## config.mk

```make
export PLATFORM = sky130hd
export DESIGN_NAME = output_driver_config_regs
export DESIGN_NICKNAME = d
export VERILOG_FILES = /design/src/hdl/odcr_pkg.sv /design/src/hdl/odcr_driver_decode.sv /design/src/hdl/output_driver_config_regs.sv
export VERILOG_INCLUDE_DIRS = /design/src /design/src/hdl
export SDC_FILE = /design/constraint.sdc
export NUM_CORES = 1
export LEC_CHECK = 0
export BUFFER_PORTS_ARGS = -buffer_cell sky130_fd_sc_hd__buf_4
export CAP_MARGIN = 40
export CORE_UTILIZATION = 51
export CTS_CLUSTER_DIAMETER = 60
export CTS_CLUSTER_SIZE = 8
export DETAILED_ROUTE_END_ITERATION = 7
export PLACE_DENSITY = 0.8
export SYNTH_ARGS = -nofsm -noshare
export SYNTH_HDL_FRONTEND = slang
export SYNTH_SLANG_ARGS = --single-unit
```

## constraint.sdc

```tcl
create_clock -name clock -period 1.55 [get_ports clock]
set_input_delay 0.155 -clock clock [delete_from_list [all_inputs] [get_ports clock]]
set_output_delay 0.155 -clock clock [all_outputs]
set_load 0.01 [all_outputs]
```

## src/hdl/odcr_consts.svh

```systemverilog
`ifndef ODCR_CONSTS_SVH
`define ODCR_CONSTS_SVH

`define ODCR_ADDR_WIDTH 10
`define ODCR_SOURCE_OFFSET 10'h241
`define ODCR_FIRST_OFFSET 10'h242
`define ODCR_SECOND_OFFSET 10'h243

`define ODCR_SWING_BIT 7
`define ODCR_FORMAT_HI 6
`define ODCR_FORMAT_LO 4
`define ODCR_POLARITY_HI 3
`define ODCR_POLARITY_LO 2
`define ODCR_STRENGTH_BIT 1
`define ODCR_ON_BIT 0
`define ODCR_SOURCE_BIT 7

`define ODCR_DRIVER_RESET 8'hc1
`define ODCR_SOURCE_RESET 1'h0

`endif

```

## src/hdl/odcr_pkg.sv

```systemverilog
package odcr_pkg;

	typedef enum logic [2:0] {
		ODCR_FMT_TRISTATE = 3'h0,
		ODCR_FMT_HSTL = 3'h1,
		ODCR_FMT_LVDS = 3'h2,
		ODCR_FMT_HCSL = 3'h3,
		ODCR_FMT_CMOS_BOTH = 3'h4,
		ODCR_FMT_CMOS_POS = 3'h5,
		ODCR_FMT_CMOS_NEG = 3'h6,
		ODCR_FMT_RESERVED = 3'h7
	} odcr_format_type;

	typedef enum logic [1:0] {
		ODCR_POL_TRUE_INV = 2'h0,
		ODCR_POL_INV_INV = 2'h1,
		ODCR_POL_TRUE_TRUE = 2'h2,
		ODCR_POL_INV_TRUE = 2'h3
	} odcr_polarity_type;

	typedef struct packed {
		logic fullSwing;
		odcr_format_type format;
		odcr_polarity_type polarity;
		logic lowDrive;
		logic on;
	} odcr_driver_type;

	typedef struct packed {
		logic active;
		logic isCmos;
		logic isLvds;
		logic strengthApplies;
		logic fullSwingCmos;
		logic reservedFormat;
	} odcr_status_type;

endpackage

```

## src/hdl/odcr_driver_decode.sv

```systemverilog
`timescale 1ns/1ps
`include "odcr_consts.svh"

module odcr_driver_decode
	import odcr_pkg::*;
(
	input wire logic clock,
	input wire logic rst_n,
	input wire logic clockEnable,
	input wire logic [7:0] regValue,
	output odcr_driver_type driver,
	output odcr_status_type status
);

	odcr_driver_type next_driver;
	odcr_status_type next_status;

	always_comb begin
		next_driver.fullSwing = regValue[`ODCR_SWING_BIT];
		next_driver.format = odcr_format_type'(regValue[`ODCR_FORMAT_HI:`ODCR_FORMAT_LO]);
		next_driver.polarity = odcr_polarity_type'(regValue[`ODCR_POLARITY_HI:`ODCR_POLARITY_LO]);
		next_driver.lowDrive = regValue[`ODCR_STRENGTH_BIT];
		next_driver.on = regValue[`ODCR_ON_BIT];
		next_status.isCmos = 1'b0;
		next_status.isLvds = 1'b0;
		next_status.reservedFormat = 1'b0;
		case (next_driver.format)
			ODCR_FMT_CMOS_BOTH, ODCR_FMT_CMOS_POS, ODCR_FMT_CMOS_NEG: begin
				next_status.isCmos = 1'b1;
			end
			ODCR_FMT_LVDS: begin
				next_status.isLvds = 1'b1;
			end
			ODCR_FMT_RESERVED: begin
				next_status.reservedFormat = 1'b1;
			end
			default: begin
				next_status.isCmos = 1'b0;
			end
		endcase
		// swing and polarity matter only for cmos
		next_status.fullSwingCmos = next_status.isCmos & next_driver.fullSwing;
		next_status.strengthApplies = next_status.isLvds | next_status.fullSwingCmos;
		// powered down or tristate means no drive
		next_status.active = next_driver.on & (next_driver.format != ODCR_FMT_TRISTATE)
			& ~next_status.reservedFormat;
	end

	always_ff @(posedge clock or negedge rst_n) begin
		if (!rst_n) begin
			driver <= odcr_driver_type'(`ODCR_DRIVER_RESET);
			status <= '0;
		end else if (clockEnable) begin
			driver <= next_driver;
			status <= next_status;
		end
	end

endmodule

```

## src/hdl/output_driver_config_regs.sv

```systemverilog
`timescale 1ns/1ps
`include "odcr_consts.svh"

// How it works
// - first output bit7 selects CMOS swing
// - second output bit7 selects CMOS swing
// - first output bits6-4 select driver format
// - second output bits6-4 select driver format
// - bits3-2 set CMOS leg polarities
// - first output bit1 selects drive strength
// - second output bit1 selects drive strength
// - bit0 enables each output driver
// - source bit picks divider or reference
module output_driver_config_regs
	import odcr_pkg::*;
#(
	parameter int ADDR_WIDTH = `ODCR_ADDR_WIDTH
)(
	input wire logic clock,
	input wire logic rst_n,
	input wire logic clockEnable,
	input wire logic [ADDR_WIDTH-1:0] address,
	input wire logic [7:0] writeData,
	input wire logic writeStrobe,
	input wire logic readStrobe,
	output logic [7:0] readData,
	input wire logic dividerClockIn,
	input wire logic referenceClockIn,
	output logic outputPairClock,
	output logic outputPairSource,
	output odcr_driver_type firstDriver,
	output odcr_driver_type secondDriver,
	output odcr_status_type firstStatus,
	output odcr_status_type secondStatus
);

	logic [7:0] configReg [2];
	odcr_driver_type [1:0] driverOut;
	odcr_status_type [1:0] statusOut;
	logic sourceSelect;
	logic [7:0] next_readData;

	localparam logic [ADDR_WIDTH-1:0] OFFSETS [2] = '{
		ADDR_WIDTH'(`ODCR_FIRST_OFFSET), ADDR_WIDTH'(`ODCR_SECOND_OFFSET)};

	genvar i;
	generate
		for (i = 0; i < 2; i++) begin : gen_channel
			// field meaning per channel lives in the decoder
			always_ff @(posedge clock or negedge rst_n) begin
				if (!rst_n) begin
					configReg[i] <= `ODCR_DRIVER_RESET;
				end else if (clockEnable && writeStrobe && address == OFFSETS[i]) begin
					configReg[i] <= writeData;
				end
			end

			odcr_driver_decode u_decode (
				.clock(clock),
				.rst_n(rst_n),
				.clockEnable(clockEnable),
				.regValue(configReg[i]),
				.driver(driverOut[i]),
				.status(statusOut[i])
			);
		end
	endgenerate

	always_ff @(posedge clock or negedge rst_n) begin
		if (!rst_n) begin
			sourceSelect <= `ODCR_SOURCE_RESET;
		end else if (clockEnable && writeStrobe
			&& address == ADDR_WIDTH'(`ODCR_SOURCE_OFFSET)) begin
			sourceSelect <= writeData[`ODCR_SOURCE_BIT];
		end
	end

	// unmapped addresses read as zero
	always_comb begin
		next_readData = 8'h00;
		if (address == OFFSETS[0]) begin
			next_readData = configReg[0];
		end else if (address == OFFSETS[1]) begin
			next_readData = configReg[1];
		end else if (address == ADDR_WIDTH'(`ODCR_SOURCE_OFFSET)) begin
			next_readData[`ODCR_SOURCE_BIT] = sourceSelect;
		end
	end

	always_ff @(posedge clock or negedge rst_n) begin
		if (!rst_n) begin
			readData <= 8'h00;
		end else if (clockEnable) begin
			readData <= readStrobe ? next_readData : 8'h00;
		end
	end

	assign outputPairSource = sourceSelect;
	// glitch-free switching is left to the analog mux
	assign outputPairClock = sourceSelect ? referenceClockIn : dividerClockIn;

	assign firstDriver = driverOut[0];
	assign secondDriver = driverOut[1];
	assign firstStatus = statusOut[0];
	assign secondStatus = statusOut[1];

endmodule

```

[Word-level counts from Yosys, hierarchy flattened]
Cells that the tools add are included.
Cells by class
  mux-type cells: 12
  equality and inequality tests: 13
  bitwise operators: 10
  reduce and logical (&&, ||, !) cells: 8
Operators by type and width (count)
  $eq 10x10->1 const B: 3
  $eq 3x3->1 const B: 8
  $mux 8: 2
  $mux 1: 9
  $mux 7: 1
  $and 1x1->1: 6
  $eq 3x2->1 const B: 2
  $reduce_bool 3->1: 2
  $reduce_or 3->1: 2
  $logic_and 1x1->1: 4
  $not 1->1: 2
  $or 1x1->1: 2
Word-level totals
  bits in registers: 53
  output and inout port bits: 38

[Depth between registers and ports, before layout]
  depth after elaboration: 5
  depth in mapped cells: 5
  mapped depth without buffers: 4

[Hierarchy]
Synthesis repeated with hierarchy kept, for this count alone.
Unflattened totals
  cell total of the unflattened synthesis: 162
  area, all modules: 2337.2 um2
By module, submodules not included
  odcr_driver_decode: area each 606.8 um2, instances 2, cells each 43
  output_driver_config_regs: area each 1123.6 um2, instances 1, cells each 76

[Worst setup path after synthesis]
OpenSTA, ideal clock, no wires.
  path type: input to register
  start: input port address[3]
  end: register configReg[1] in the netlist's numbering
  path slack: 0.118 ns
  required time: 1.425 ns
  cell stages on the path: 4
  library setup time: 0.125 ns
  data arrival time: 1.307 ns
  path buffers: 0
  path through: nor4_2 -> nand4b_1 -> nor2_4 -> mux2_2
Between the ends
  word-level cells in the longest chain between the ends: 2
RTL lines
  from (decl): line output_driver_config_regs.sv:22  | input wire logic [ADDR_WIDTH-1:0] address,
  $eq 10x10->1: line output_driver_config_regs.sv:53  | end else if (clockEnable && writeStrobe && address == OFFSETS[i]) begin
  $logic_and 1x1->1: line output_driver_config_regs.sv:53
  to (signal, indexed assignment): line output_driver_config_regs.sv:52  | configReg[i] <= `ODCR_DRIVER_RESET;
  to (signal, indexed assignment): line output_driver_config_regs.sv:54  | configReg[i] <= writeData;
  to (decl): line output_driver_config_regs.sv:37  | logic [7:0] configReg [2];
Every way passes these cells.
A chain may end at the register's enable or synchronous reset.

[Worst setup path after layout]
  start: register sourceSelect, in the netlist outputPairSource
  end: output port outputPairClock
Between the ends
  word-level cells in the longest chain between the ends: 1
RTL lines
  from (decl): line output_driver_config_regs.sv:40  | logic sourceSelect;
  from (signal assigned): line output_driver_config_regs.sv:71  | sourceSelect <= `ODCR_SOURCE_RESET;
  from (signal assigned): line output_driver_config_regs.sv:74  | sourceSelect <= writeData[`ODCR_SOURCE_BIT];
  $mux 1: line output_driver_config_regs.sv:100  | assign outputPairClock = sourceSelect ? referenceClockIn : dividerClockIn;
  to (decl): line output_driver_config_regs.sv:29  | output logic outputPairClock,
Every way passes these cells.

==> flow_summary_export.csv <==
group,metric,value,unit
setup_path,reg2reg_depth,2,
clock_network,clockBufferDepth,2,
grt,antenna_found_initial,0,
setup_path,worstPathArrival,1.20,ns
setup_path,reg2reg_from,"configReg[5]",
setup_path,rr_endpoint,"gen_channel[1].u_decode.status[5]",
detailed_routing,viasPerCell,5.65,
floorplanning,rows,23,
detailed_routing,vias,1650,
floorplanning,fp.dieW,68.6,um
detailed_routing,wl_per_cell,16.3,um
synthesis,synth.top_cell.area_share,0.453,
cells_and_area,antennaDiodeCount,0,
clock_network,insertion_delay,0.31,ns
cells_and_area,nNetsFinal,266,
clock_network,cts.sink_count,53,
power_and_ir_drop,pwr-share-comb,0.068,
synthesis,synth_top_area_cell,"dfrtp_1",
power_and_ir_drop,power.leakage,0.00144,uW
run_status,status,"finished clean",
setup_path,critPathCaptureType,"output port",
synthesis,ys_seq_elements,53,
detailed_routing,firstDrtPassIters,4,
sta,skew,0.00987,ns
sta,clock.fmax,0.736,GHz
power_and_ir_drop,pwr-share-clk,0.332,
floorplanning,dieArea,4710,um^2
sta,setup_viol,0,
placement,io_buffer_count,62,
grt,track_usage,0.229,
clock_network,post_cts_resized,0,
sta,grt_setup_unrepaired,"no",
cells_and_area,area_delta_synth_final,27.6,%
setup_path,crit_fanout,4,
synthesis,ys_types,37,
detailed_routing,wirelength,4.77,mm
power_and_ir_drop,p_sw_frac,0.233,
detailed_routing,route.detailed.drc,0,
grt,grt_pass1_vias,1559,
synthesis,syn_avg_cell_area,12.9,um^2
placement,dpl.cell_count,283,
cells_and_area,instances_no_fill,292,
synthesis,yosysWarnings,0,
synthesis,synthCells,175,
job,maxCapViolCount,0,
power_and_ir_drop,p_int,1790,uW
grt,grt_pass1_wl,7.67,mm
sta,period_needed,1.36,ns
clock_network,cts_setup_buffers,0,
grt,grt_overflow_total,0,
placement,hpwl,3.32,mm
floorplanning,start_util,0.546,
setup_path,crit_type,"reg2out",
clock_network,clk_transition_reported_paths,0.09,ns
floorplanning,ios,63,
setup_path,start_kind,"register",
sta,setup-tns-final,0,ns
detailed_routing,drtIter0Drc,135,
grt,grt_max_degree,54,
synthesis,ys_seq_area_frac,0.593,
sta,maxSlewViolCount,0,
setup_path,cp-endpoint,"outputPairClock",
sta,tightest_slew,0.646,ns
sta,relSlewSlack,0.569,
synthesis,syn-cell-area,2260,um^2
synthesis,syn_nets,200,
power_and_ir_drop,p_per_area,809,nW/um^2
placement,gp_congestion,0.775,
setup_path,startpoint,"outputPairSource",
hold_path,hold_class,"in2reg",
power_and_ir_drop,switchingPower,545,uW
clock_network,root_buffer,"clkbuf_8",
sta,finalHoldViolCount,0,
cells_and_area,drive_above_1_share,0.500,
detailed_routing,postRouteAntennaNets,0,
setup_path,reg2reg_slack,0.35,ns
setup_path,cp.required,1.39,ns
synthesis,ys_top_cells_by_area,"dfrtp_1, mux2_2, dfstp_2",
sta,fin_crit_sh,0.876,
clock_network,numCtsBuffers,5,
clock_network,cts_tree,"yes",
floorplanning,dieHeight,68.6,um
clock_network,htreeDepth,2,
power_and_ir_drop,p_seq_frac,0.600,
floorplanning,core_area,4140,um^2
power_and_ir_drop,peakVddDrop,577,uV
## registers in the layout, indices dropped and copies added (netlist names)
register                     cells
gen_channel.u_decode.status     12
readData                         8
outputPairSource                 1
gen_channel.u_decode.driver     16
configReg                       16
## worst min-delay path by stage
| stage | depth (start not counted) | to | start | slack, ns |
|---|---|---|---|---|
| global route | 2 | configReg[9] | writeData[1] | 0.08 |
| CTS | 2 | configReg[6] | writeData[6] | 0.07 |
| detailed placement | 1 | gen_channel[1].u_decode.status[1] | rst_n | 0.22 |
| floorplan | 0 | configReg[10] | rst_n | -0.14 |
| global placement | 1 | gen_channel[1].u_decode.status[1] | rst_n | 0.22 |
| finish | 2 | configReg[6] | writeData[6] | 0.07 |
## cell usage after synthesis
| cell type | number |
|---|---|
| nand4b_4 | 1 |
| mux2i_1 | 2 |
| and4_1 | 1 |
| nand3_1 | 5 |
| a32o_1 | 1 |
| a31oi_1 | 1 |
| nor2_1 | 5 |
| and4b_1 | 1 |
| inv_1 | 12 |
| nand4_1 | 8 |
| dfrtp_1 | 41 |
| o21ai_0 | 8 |
| and3_1 | 1 |
| o2bb2ai_1 | 3 |
| mux2_1 | 1 |
| clkinv_1 | 1 |
| nor4bb_1 | 1 |
| dfstp_2 | 12 |
| nor3_1 | 1 |
| o22ai_1 | 1 |
| and3b_1 | 1 |
| nand2b_1 | 1 |
| nor4_2 | 1 |
| clkbuf_1 | 5 |
| buf_2 | 3 |
| mux2_2 | 31 |
| and4b_2 | 1 |
| o32ai_1 | 3 |
| nand4b_1 | 1 |
| a21o_1 | 1 |
| nor2b_1 | 2 |
| a22oi_1 | 1 |
| or3_1 | 1 |
| nor2_4 | 1 |
| buf_1 | 1 |
| nand2_1 | 8 |
| a221o_1 | 6 |
## timing repair
item                                    CTS  global route
hold buffers                              1             0
endpoints found under the setup margin    0             0
endpoints found under the hold margin    41             0
## cell usage in the layout, fill, tap and decap left out, drive strengths merged, types with 8 or more instances in the layout
master	Yosys	routed
buf	4	67
dfrtp	41	41
mux2	32	32
inv	12	13
dfstp	12	12
nand2	8	8
nand4	8	8
o21ai	8	8
## metrics by stage
step | instance area [um^2] | total power [uW] | hold WS [ns] | worst slack [ns] | util
4_1_cts | 2890 | 2350 | 0.0691 | 0.182 | 0.697
5_1_grt | 2890 | 2410 | 0.0790 | 0.146 | 0.697
3_5_place_dp | 2790 | 1590 | 0.220 | -0.0328 | 0.674
6_report | 2890 | 2340 | 0.0712 | 0.192 | 0.697
2_1_floorplan | 2260 | 1480 | -0.141 | 0.118 | -
3_3_place_gp | 2790 | 1580 | 0.222 | 0.00983 | 0.674
## final cells by class
| class | instances | area [um^2] |
|---|---|---|
| fill | 330 | 1260 |
| clock inverter | 2 | 13.8 |
| clock buffer | 6 | 72.6 |
| tap | 50 | 62.6 |
| timing repair buffer | 68 | 513 |
| inverter | 13 | 48.8 |
| sequential | 53 | 1340 |
| multi-input combinational | 100 | 836 |
## power groups by stage
| stage | Combinational (uW) | Clock, uW | Sequential [uW] |
|---|---|---|---|
| floorplan | 50.6 | 0 | 1430 |
| global placement | 156 | 0 | 1430 |
| detailed placement | 158 | 0 | 1430 |
| CTS | 160 | 792 | 1400 |
| global route | 175 | 834 | 1400 |
| finish | 158 | 776 | 1400 |
## metal layers
layer  global-route usage  share of wire  up-vias
li1                     -              -      773
met1                0.298           0.45      812
met2                0.371           0.48       57
met3               0.0444          0.047        8
met4                0.102          0.017        0
met5                    0              0        -
## kinds of logic after synthesis
group                  synth area share
AOI/OAI and AO/OA                0.0840
buffers and inverters            0.0381
DFF                               0.593
muxes                             0.168
and+or+nand+nor                   0.117
## critical path, cell delays in order (launching register included)
cell,delay [ns]
dfrtp_1,0.41
mux2_2,0.34
buf_4,0.14
No activity file was read; power rests on OpenSTA's default activity.
